`src/rtl/iap_consts.svh`:
```
// constants for the indirect address pointer unit
`ifndef IAP_CONSTS_SVH
`define IAP_CONSTS_SVH
`define IAP_NUM_PTR        3
`define IAP_ADDR_W         12
`define IAP_VIRT_BASE      12'hFE3
`define IAP_VIRT_STRIDE    12'h008
`define IAP_PTR_BASE       12'hFD9
`define IAP_PTR_STRIDE     12'h008
`define IAP_PTR_LOW_OFS    12'h000
`define IAP_PTR_HIGH_OFS   12'h001
`define IAP_PTR_RESET      12'h000
`define IAP_HIGH_BITS      4
`endif

```
`src/rtl/iap_pkg.sv`:
```
// types for the indirect address pointer unit
package iap_pkg;
  typedef enum logic [2:0] {
    IAP_OP_PLUSIDX,
    IAP_OP_PRE_INCREMENT,
    IAP_OP_POST_INCREMENT,
    IAP_OP_POST_DECREMENT,
    IAP_OP_PLAIN,
    IAP_OP_NONE
  } iap_op_e;
  typedef logic [11:0] iap_addr_t;
endpackage : iap_pkg

```
`src/rtl/iap_ptr_math.sv`:
```
// effective address and pointer update arithmetic for one pointer pair
`timescale 1ns/1ps
`default_nettype none
`include "iap_consts.svh"
module iap_ptr_math
  import iap_pkg::*;
(
  // operands
  input  wire logic [7:0]  ptrLow,
  input  wire logic [7:0]  ptrHigh,
  input  wire logic [7:0]  workReg,
  input  wire iap_op_e     op,
  // results
  output logic [11:0]      effAddr,
  output logic [15:0]      nextPtr,
  output logic             ptrUpdate
);
  logic [15:0] ptrFull;
  logic [15:0] ptrInc;
  logic [15:0] ptrDec;
  logic [15:0] ptrIdx;
  // sixteen-bit adds so a low-byte wrap carries into the high byte
  assign ptrFull = {ptrHigh, ptrLow};
  assign ptrInc  = ptrFull + 16'h0001;
  assign ptrDec  = ptrFull - 16'h0001;
  assign ptrIdx  = ptrFull + {{8{workReg[7]}}, workReg};
  // address choice; only the low twelve bits reach memory
  assign effAddr = (op == IAP_OP_PRE_INCREMENT) ? ptrInc[11:0] :
                   (op == IAP_OP_PLUSIDX)       ? ptrIdx[11:0] :
                   ptrFull[11:0];
  assign ptrUpdate = (op == IAP_OP_PRE_INCREMENT) || (op == IAP_OP_POST_INCREMENT) ||
                     (op == IAP_OP_POST_DECREMENT);
  assign nextPtr = (op == IAP_OP_POST_DECREMENT) ? ptrDec : ptrInc;
endmodule : iap_ptr_math
`default_nettype wire

```
`src/rtl/iap_pointer_unit.sv`:
```
// indirect addressing pointer unit with three pointer pairs
// Function
// - each pointer pair has four virtual operands plus the plain one, none indirectly reachable
// - post-decrement addresses with current pointer, then pointer drops by one
// - post-increment addresses with current pointer, then pointer rises by one
// - pre-increment raises pointer first and addresses with the raised value
// - indexed operand address is pointer plus sign-extended working register
// - plain operand addresses with the stored pointer, leaving it unchanged
// - indexed access changes neither pointer nor working register
// - updates act on the whole sixteen-bit pair with low-to-high carry
// - pointer updates never touch arithmetic status flags
// - indirect read landing on a virtual operand returns zero
// - indirect write landing on a virtual operand does nothing
// - writing a pair through its own virtual operand stores value without adjustment; the code lets the other byte take the stepped value
// - pointer bytes are physical registers open to direct access
// - indirect access reaches all other registers normally
`timescale 1ns/1ps
`default_nettype none
`include "iap_consts.svh"
module iap_pointer_unit
  import iap_pkg::*;
(
  // clock and reset
  input  wire logic        clk,
  input  wire logic        rst_b,
  // core access port: address already resolved by the core's direct decode
  input  wire logic        accRead,
  input  wire logic        accWrite,
  input  wire logic [11:0] accAddr,
  input  wire logic [7:0]  accWdata,
  input  wire logic [7:0]  workReg,
  // data memory side
  input  wire logic [7:0]  memRdata,
  output logic             memRead,
  output logic             memWrite,
  output logic [11:0]      memAddr,
  output logic [7:0]       memWdata,
  // answer to the core
  output logic [7:0]       accRdata,
  output logic             accHit,
  // pointer view
  output logic [47:0]      ptrView
);
  localparam int NP = `IAP_NUM_PTR;

  // pointer storage, one sixteen-bit pair each
  logic [15:0] ptr_q [NP];
  logic [15:0] ptr_d [NP];
  logic [7:0]  rdata_q;
  logic [7:0]  rdata_d;

  // which pointer a virtual-operand address belongs to, and which operand
  function automatic logic virtHit(input logic [11:0] a, input int n);
    logic [11:0] base;
    base = 12'(`IAP_VIRT_BASE - n * `IAP_VIRT_STRIDE);
    return (a >= base) && (a <= base + 12'h004);
  endfunction : virtHit

  function automatic iap_op_e virtOp(input logic [11:0] a, input int n);
    logic [11:0] base;
    logic [11:0] ofs;
    base = 12'(`IAP_VIRT_BASE - n * `IAP_VIRT_STRIDE);
    ofs  = a - base;
    case (ofs[2:0])
      3'h0:    return IAP_OP_PLUSIDX;
      3'h1:    return IAP_OP_PRE_INCREMENT;
      3'h2:    return IAP_OP_POST_INCREMENT;
      3'h3:    return IAP_OP_POST_DECREMENT;
      3'h4:    return IAP_OP_PLAIN;
      default: return IAP_OP_NONE;
    endcase
  endfunction : virtOp

  function automatic logic anyVirt(input logic [11:0] a);
    logic hit;
    hit = 1'b0;
    for (int n = 0; n < NP; n++) begin
      hit = hit | virtHit(a, n);
    end
    return hit;
  endfunction : anyVirt

  // pointer-byte address for pair n, low or high
  function automatic logic [11:0] ptrAddr(input int n, input logic hi);
    return 12'(`IAP_PTR_BASE - n * `IAP_PTR_STRIDE + {11'h000, hi});
  endfunction : ptrAddr

  // decode the incoming access to a pointer and an operand
  logic    accValid;
  logic    selHit;
  int      selIdx;
  iap_op_e selOp;
  always_comb begin
    selHit = 1'b0;
    selIdx = 0;
    selOp  = IAP_OP_NONE;
    for (int n = 0; n < NP; n++) begin
      if (virtHit(accAddr, n)) begin
        selHit = 1'b1;
        selIdx = n;
        selOp  = virtOp(accAddr, n);
      end
    end
  end
  assign accValid = (accRead | accWrite) & selHit;

  // arithmetic for the selected pair
  logic [11:0] effAddr;
  logic [15:0] nextPtr;
  logic        ptrUpdate;
  logic [15:0] selPtr;
  assign selPtr = ptr_q[selIdx];
  iap_ptr_math u_math (
    .ptrLow    (selPtr[7:0]),
    .ptrHigh   (selPtr[15:8]),
    .workReg   (workReg),
    .op        (selOp),
    .effAddr   (effAddr),
    .nextPtr   (nextPtr),
    .ptrUpdate (ptrUpdate)
  );

  // target classification of the effective address
  logic tgtVirt;
  logic tgtPtr;
  int   tgtIdx;
  logic tgtHi;
  assign tgtVirt = anyVirt(effAddr);
  always_comb begin
    tgtPtr = 1'b0;
    tgtIdx = 0;
    tgtHi  = 1'b0;
    for (int n = 0; n < NP; n++) begin
      if (effAddr == ptrAddr(n, 1'b0) || effAddr == ptrAddr(n, 1'b1)) begin
        tgtPtr = 1'b1;
        tgtIdx = n;
        tgtHi  = (effAddr == ptrAddr(n, 1'b1));
      end
    end
  end

  // direct access to pointer bytes by address
  logic dirPtr;
  int   dirIdx;
  logic dirHi;
  always_comb begin
    dirPtr = 1'b0;
    dirIdx = 0;
    dirHi  = 1'b0;
    for (int n = 0; n < NP; n++) begin
      if (accAddr == ptrAddr(n, 1'b0) || accAddr == ptrAddr(n, 1'b1)) begin
        dirPtr = 1'b1;
        dirIdx = n;
        dirHi  = (accAddr == ptrAddr(n, 1'b1));
      end
    end
  end

  // memory strobes: virtual targets are blocked, pointer targets served locally
  logic passOn;
  assign passOn   = accValid & ~tgtVirt & ~tgtPtr;
  assign memRead  = passOn & accRead;
  assign memWrite = passOn & accWrite;
  assign memAddr  = effAddr;
  assign memWdata = accWdata;
  assign accHit   = accValid | ((accRead | accWrite) & dirPtr);

  // next pointer values; a write into a pointer byte wins over that byte's adjustment
  always_comb begin
    for (int n = 0; n < NP; n++) begin
      ptr_d[n] = ptr_q[n];
    end
    if (accValid && ptrUpdate) begin
      ptr_d[selIdx] = nextPtr;
    end
    if (accValid && accWrite && tgtPtr) begin
      // indirect write into a pointer byte lands without any step
      if (tgtHi) begin
        ptr_d[tgtIdx][15:8] = accWdata;
      end else begin
        ptr_d[tgtIdx][7:0] = accWdata;
      end
    end
    if (accWrite && dirPtr) begin
      if (dirHi) begin
        ptr_d[dirIdx][15:8] = accWdata;
      end else begin
        ptr_d[dirIdx][7:0] = accWdata;
      end
    end
  end

  // read data: zero for virtual targets, pointer bytes local, else memory
  logic [15:0] tgtPtrVal;
  logic [15:0] dirPtrVal;
  assign tgtPtrVal = ptr_q[tgtIdx];
  assign dirPtrVal = ptr_q[dirIdx];
  always_comb begin
    rdata_d = 8'h00;
    if (accRead && dirPtr) begin
      rdata_d = dirHi ? dirPtrVal[15:8] : dirPtrVal[7:0];
    end else if (accValid && accRead) begin
      if (tgtVirt) begin
        rdata_d = 8'h00;
      end else if (tgtPtr) begin
        rdata_d = tgtHi ? tgtPtrVal[15:8] : tgtPtrVal[7:0];
      end else begin
        rdata_d = memRdata;
      end
    end
  end

  // state registers; no status flags live here by design
  always_ff @(posedge clk or negedge rst_b) begin
    if (!rst_b) begin
      for (int n = 0; n < NP; n++) begin
        ptr_q[n] <= 16'h0000;
      end
      rdata_q <= 8'h00;
    end else begin
      for (int n = 0; n < NP; n++) begin
        ptr_q[n] <= ptr_d[n];
      end
      rdata_q <= rdata_d;
    end
  end

  assign accRdata = rdata_q;
  assign ptrView  = {ptr_q[2], ptr_q[1], ptr_q[0]};
endmodule : iap_pointer_unit
`default_nettype wire

```
`config.mk`:
```
export PLATFORM = sky130hd
export DESIGN_NAME = iap_pointer_unit
export DESIGN_NICKNAME = d
export VERILOG_FILES = /design/src/rtl/iap_pkg.sv /design/src/rtl/iap_ptr_math.sv /design/src/rtl/iap_pointer_unit.sv
export VERILOG_INCLUDE_DIRS = /design/src /design/src/rtl
export SDC_FILE = /design/constraint.sdc
export NUM_CORES = 1
export LEC_CHECK = 0
export ABC_AREA = 0
export BUFFER_PORTS_ARGS = -buffer_cell sky130_fd_sc_hd__buf_2
export CAP_MARGIN = 25
export CORE_ASPECT_RATIO = 1.75
export CORE_MARGIN = 2
export CORE_UTILIZATION = 61
export DETAILED_ROUTE_END_ITERATION = 10
export PLACE_DENSITY_LB_ADDON = 0.12
export SETUP_SLACK_MARGIN = 0.05
export SLEW_MARGIN = 15
export SYNTH_ARGS = -nofsm -noshare
export SYNTH_HDL_FRONTEND = slang
export SYNTH_HIERARCHICAL = 1
export SYNTH_SLANG_ARGS = --single-unit
```
`constraint.sdc`:
```
create_clock -name clk -period 10.8 [get_ports clk]
set_input_delay 1.62 -clock clk [delete_from_list [all_inputs] [get_ports clk]]
set_output_delay 1.62 -clock clk [all_outputs]
set_load 0.05 [all_outputs]
```
==> results.json <==
{
  "ir_drop_uv": 127,
  "die_h_um": 130,
  "design_area_mm2": 0.00636,
  "slew_violations": 0,
  "synthAdderAreaFrac_pct": 3.74,
  "clk_path_buf_depth": 2,
  "yosysWarnings": 6,
  "min_period_ns": 9.01,
  "slew_headroom_pct": 34.3,
  "synth_xor_area_share_pct": 4.74,
  "ys_ff_latch": 56,
  "setup_viol": 0,
  "dr.first_iter.drc_count": 652,
  "yosysSeqAreaShare_pct": 25.3,
  "rsz0062_at_grt": "no",
  "syn_inst": 736,
  "antenna_found_initial": 0,
  "grt_overflow_total": 0,
  "vias_per_cell": 6.97,
  "crit_arrival_ns": 7.39,
  "drive_above_1_share_pct": 20.8,
  "cts_root_buffer": "clkbuf_16",
  "drv_cap": 0,
  "setup_total_negative_slack_ns": 0,
  "drc": 0,
  "path_class": "in -> out",
  "synth_compound_gate_area_share_pct": 26.1,
  "start_util_pct": 61.8,
  "synth_edf_count": 0,
  "placed_cells": 939,
  "cp.required_ns": 9.18,
  "diodes": 0,
  "vias": 6610,
  "wl_per_cell_um": 23.9,
  "synthFlopType": "dfrtp_1",
  "dp_hpwl_mm": 17.3,
  "fin_worst_skew_ns": 0.00950,
  "cts_tree": "done",
  "drtPass1Iterations": 6,
  "synth-simple-area-share_pct": 24.0,
  "wl_mm": 22.7,
  "yosysUniqueCellTypes": 68,
  "period_share_pct": 83.4,
  "fmax_mhz": 111,
  "synth.area.mux_share_pct": 10.6,
  "ioPinCount": 119,
  "cts_post_setup_buffers_inserted": 0,
  "mostFrequentLayoutCell": "buf_2",
  "core_area_mm2": 0.00898,
  "worst_pin_slew_ns": 0.982,
  "dieArea_mm2": 0.00990,
  "grt_pass1_vias": 6383,
  "postSynthNetCount": 792,
  "crit_path_max_fanout": 16,
  "post_cts_resized": 0,
  "place_congestion": 1.04,
  "power_density_mw_per_mm2": 73.0,
  "syn_to_final_growth_pct": 14.6,
  "floorplan.rows": 46,
  "grt_max_degree": 57,
  "hold_path.class": "reg -> reg",
  "grt_use_total_pct": 45.1,
  "clk_latency_ns": 0.30,
  "path_clk_slew_ns": 0.07,
  "crit_path_end_kind": "output pin",
  "p_leak_nw": 2.79,
  "cts_sinks": 56,
  "postRouteAntennaNets": 0,
  "synth_top_family_by_area": "compound AO/OA/AOI/OAI gates",
  "h-tree-depth": 2,
  "syn-cell-area_mm2": 0.00555,
  "start_kind": "input pin",
  "die_w_um": 76.1,
  "grt_pass1_wl_mm": 34.4,
  "outcome": "completed",
  "hold_violations": 0,
  "numCtsBuffers": 5,
  "portBuffers": 118,
  "syn_avg_cell_area_um2": 7.54,
  "layout.cells.non_filler": 948,
  "async_reset_ff_share_pct": 100,
  "cts_hold_buffers": 0,
  "fin_nets": 883,
  "postPlaceCellArea_mm2": 0.00618,
  "layout_common_cells": "buf_2, nand2_1, nor2_1, a21oi_1, o21ai_0"
}
==> per-stage QoR <==
step	utilization [%]	total power [mW]	worst slack (ns)	hold slack (ns)
after floorplan	-	0.253	1.89	0.866
after global placement	68.6	0.278	2.26	0.613
after detailed placement	68.9	0.279	1.98	0.619
after CTS	70.7	0.464	1.94	0.636
after global routing	70.8	0.476	1.53	0.663
final	70.8	0.464	1.79	0.652
==> report_power, final <==
group	switching, mW	internal (mW)	total [mW]
sequential	0.00212	0.211	0.213
clock	0.0783	0.109	0.187
combinational	0.0451	0.0190	0.0641
total	0.126	0.339	0.464
==> sequential cells by signal, indices dropped and copies added, names as in the netlist <==
| signal | flops |
|---|---|
| ptrView | 48 |
| accRdata | 8 |
==> layout make-up <==
type | count | area [µm²]
Multi-Input combinational cell | 614 | 3860
Fill cell | 787 | 2620
Sequential cell | 56 | 1400
Timing Repair Buffer | 136 | 726
Tap cell | 120 | 150
Clock buffer | 5 | 125
Inverter | 14 | 52.6
Clock inverter | 3 | 42.5
==> cells by family (layout without fill, tap and decap cells) <==
family	count (synthesis)	after routing
flops	56	56
compound gates	232	232
xor+xnor	30	30
buf+inv	66	158
simple gates	278	278
fa+ha+maj	16	16
mux	58	58
==> layer usage <==
metal / GRT usage, % / share of wire (%)
met4: 35.8 / 8.8
met5: 0 / 0
met2: 80.4 / 49
met1: 48.0 / 33
met3: 6.09 / 8.3
==> worst paths after layout <==
path,cells after the start,from,to,slack [ns]
max,19,accAddr[8],memRead,1.79
min,2,ptrView[46],ptrView[46],0.65
max reg2reg,14,ptrView[18],ptrView[26],5.39
min reg2reg,2,ptrView[46],ptrView[46],0.65
max in group asynchronous,2,rst_b,ptrView[2],8.83
min in group asynchronous,2,rst_b,ptrView[25],1.45
==> critical path: stages <==
cell and delay [ns]:
buf_2 0.08, nand4_1 0.23, or3_1 0.56, or3_1 0.71, nand2_1 0.17, nand2_1 0.22
ha_1 0.33, a211oi_1 0.30, o21bai_1 0.16, o41ai_1 0.73, o21ai_0 0.27, xnor2_1 0.18
o211ai_1 0.24, and4_1 0.33, nand3_1 0.09, or3_1 0.41, and3_1 0.32, and2_1 0.22
buf_2 0.21
==> synthesized netlist by cell type (all sizes together), types with 11 or more instances <==
cell type / number / area share (%)
o22ai: 19 / 2.1
o211ai: 11 / 1.5
buf: 18 / 2.4
xnor2: 13 / 2.1
ha: 15 / 3.4
o21ai: 69 / 6.2
mux2i: 54 / 9.7
dfrtp: 56 / 25
xor2: 17 / 2.7
or3: 12 / 1.5
clkbuf: 34 / 2.3
nand3: 19 / 1.7
a22oi: 20 / 2.7
nand2: 97 / 6.6
nor3: 13 / 1.2
nor2: 76 / 5.2
nor4: 12 / 1.7
a21oi: 68 / 6.2
inv: 14 / 0.95
(Power assumes the default switching activity.)
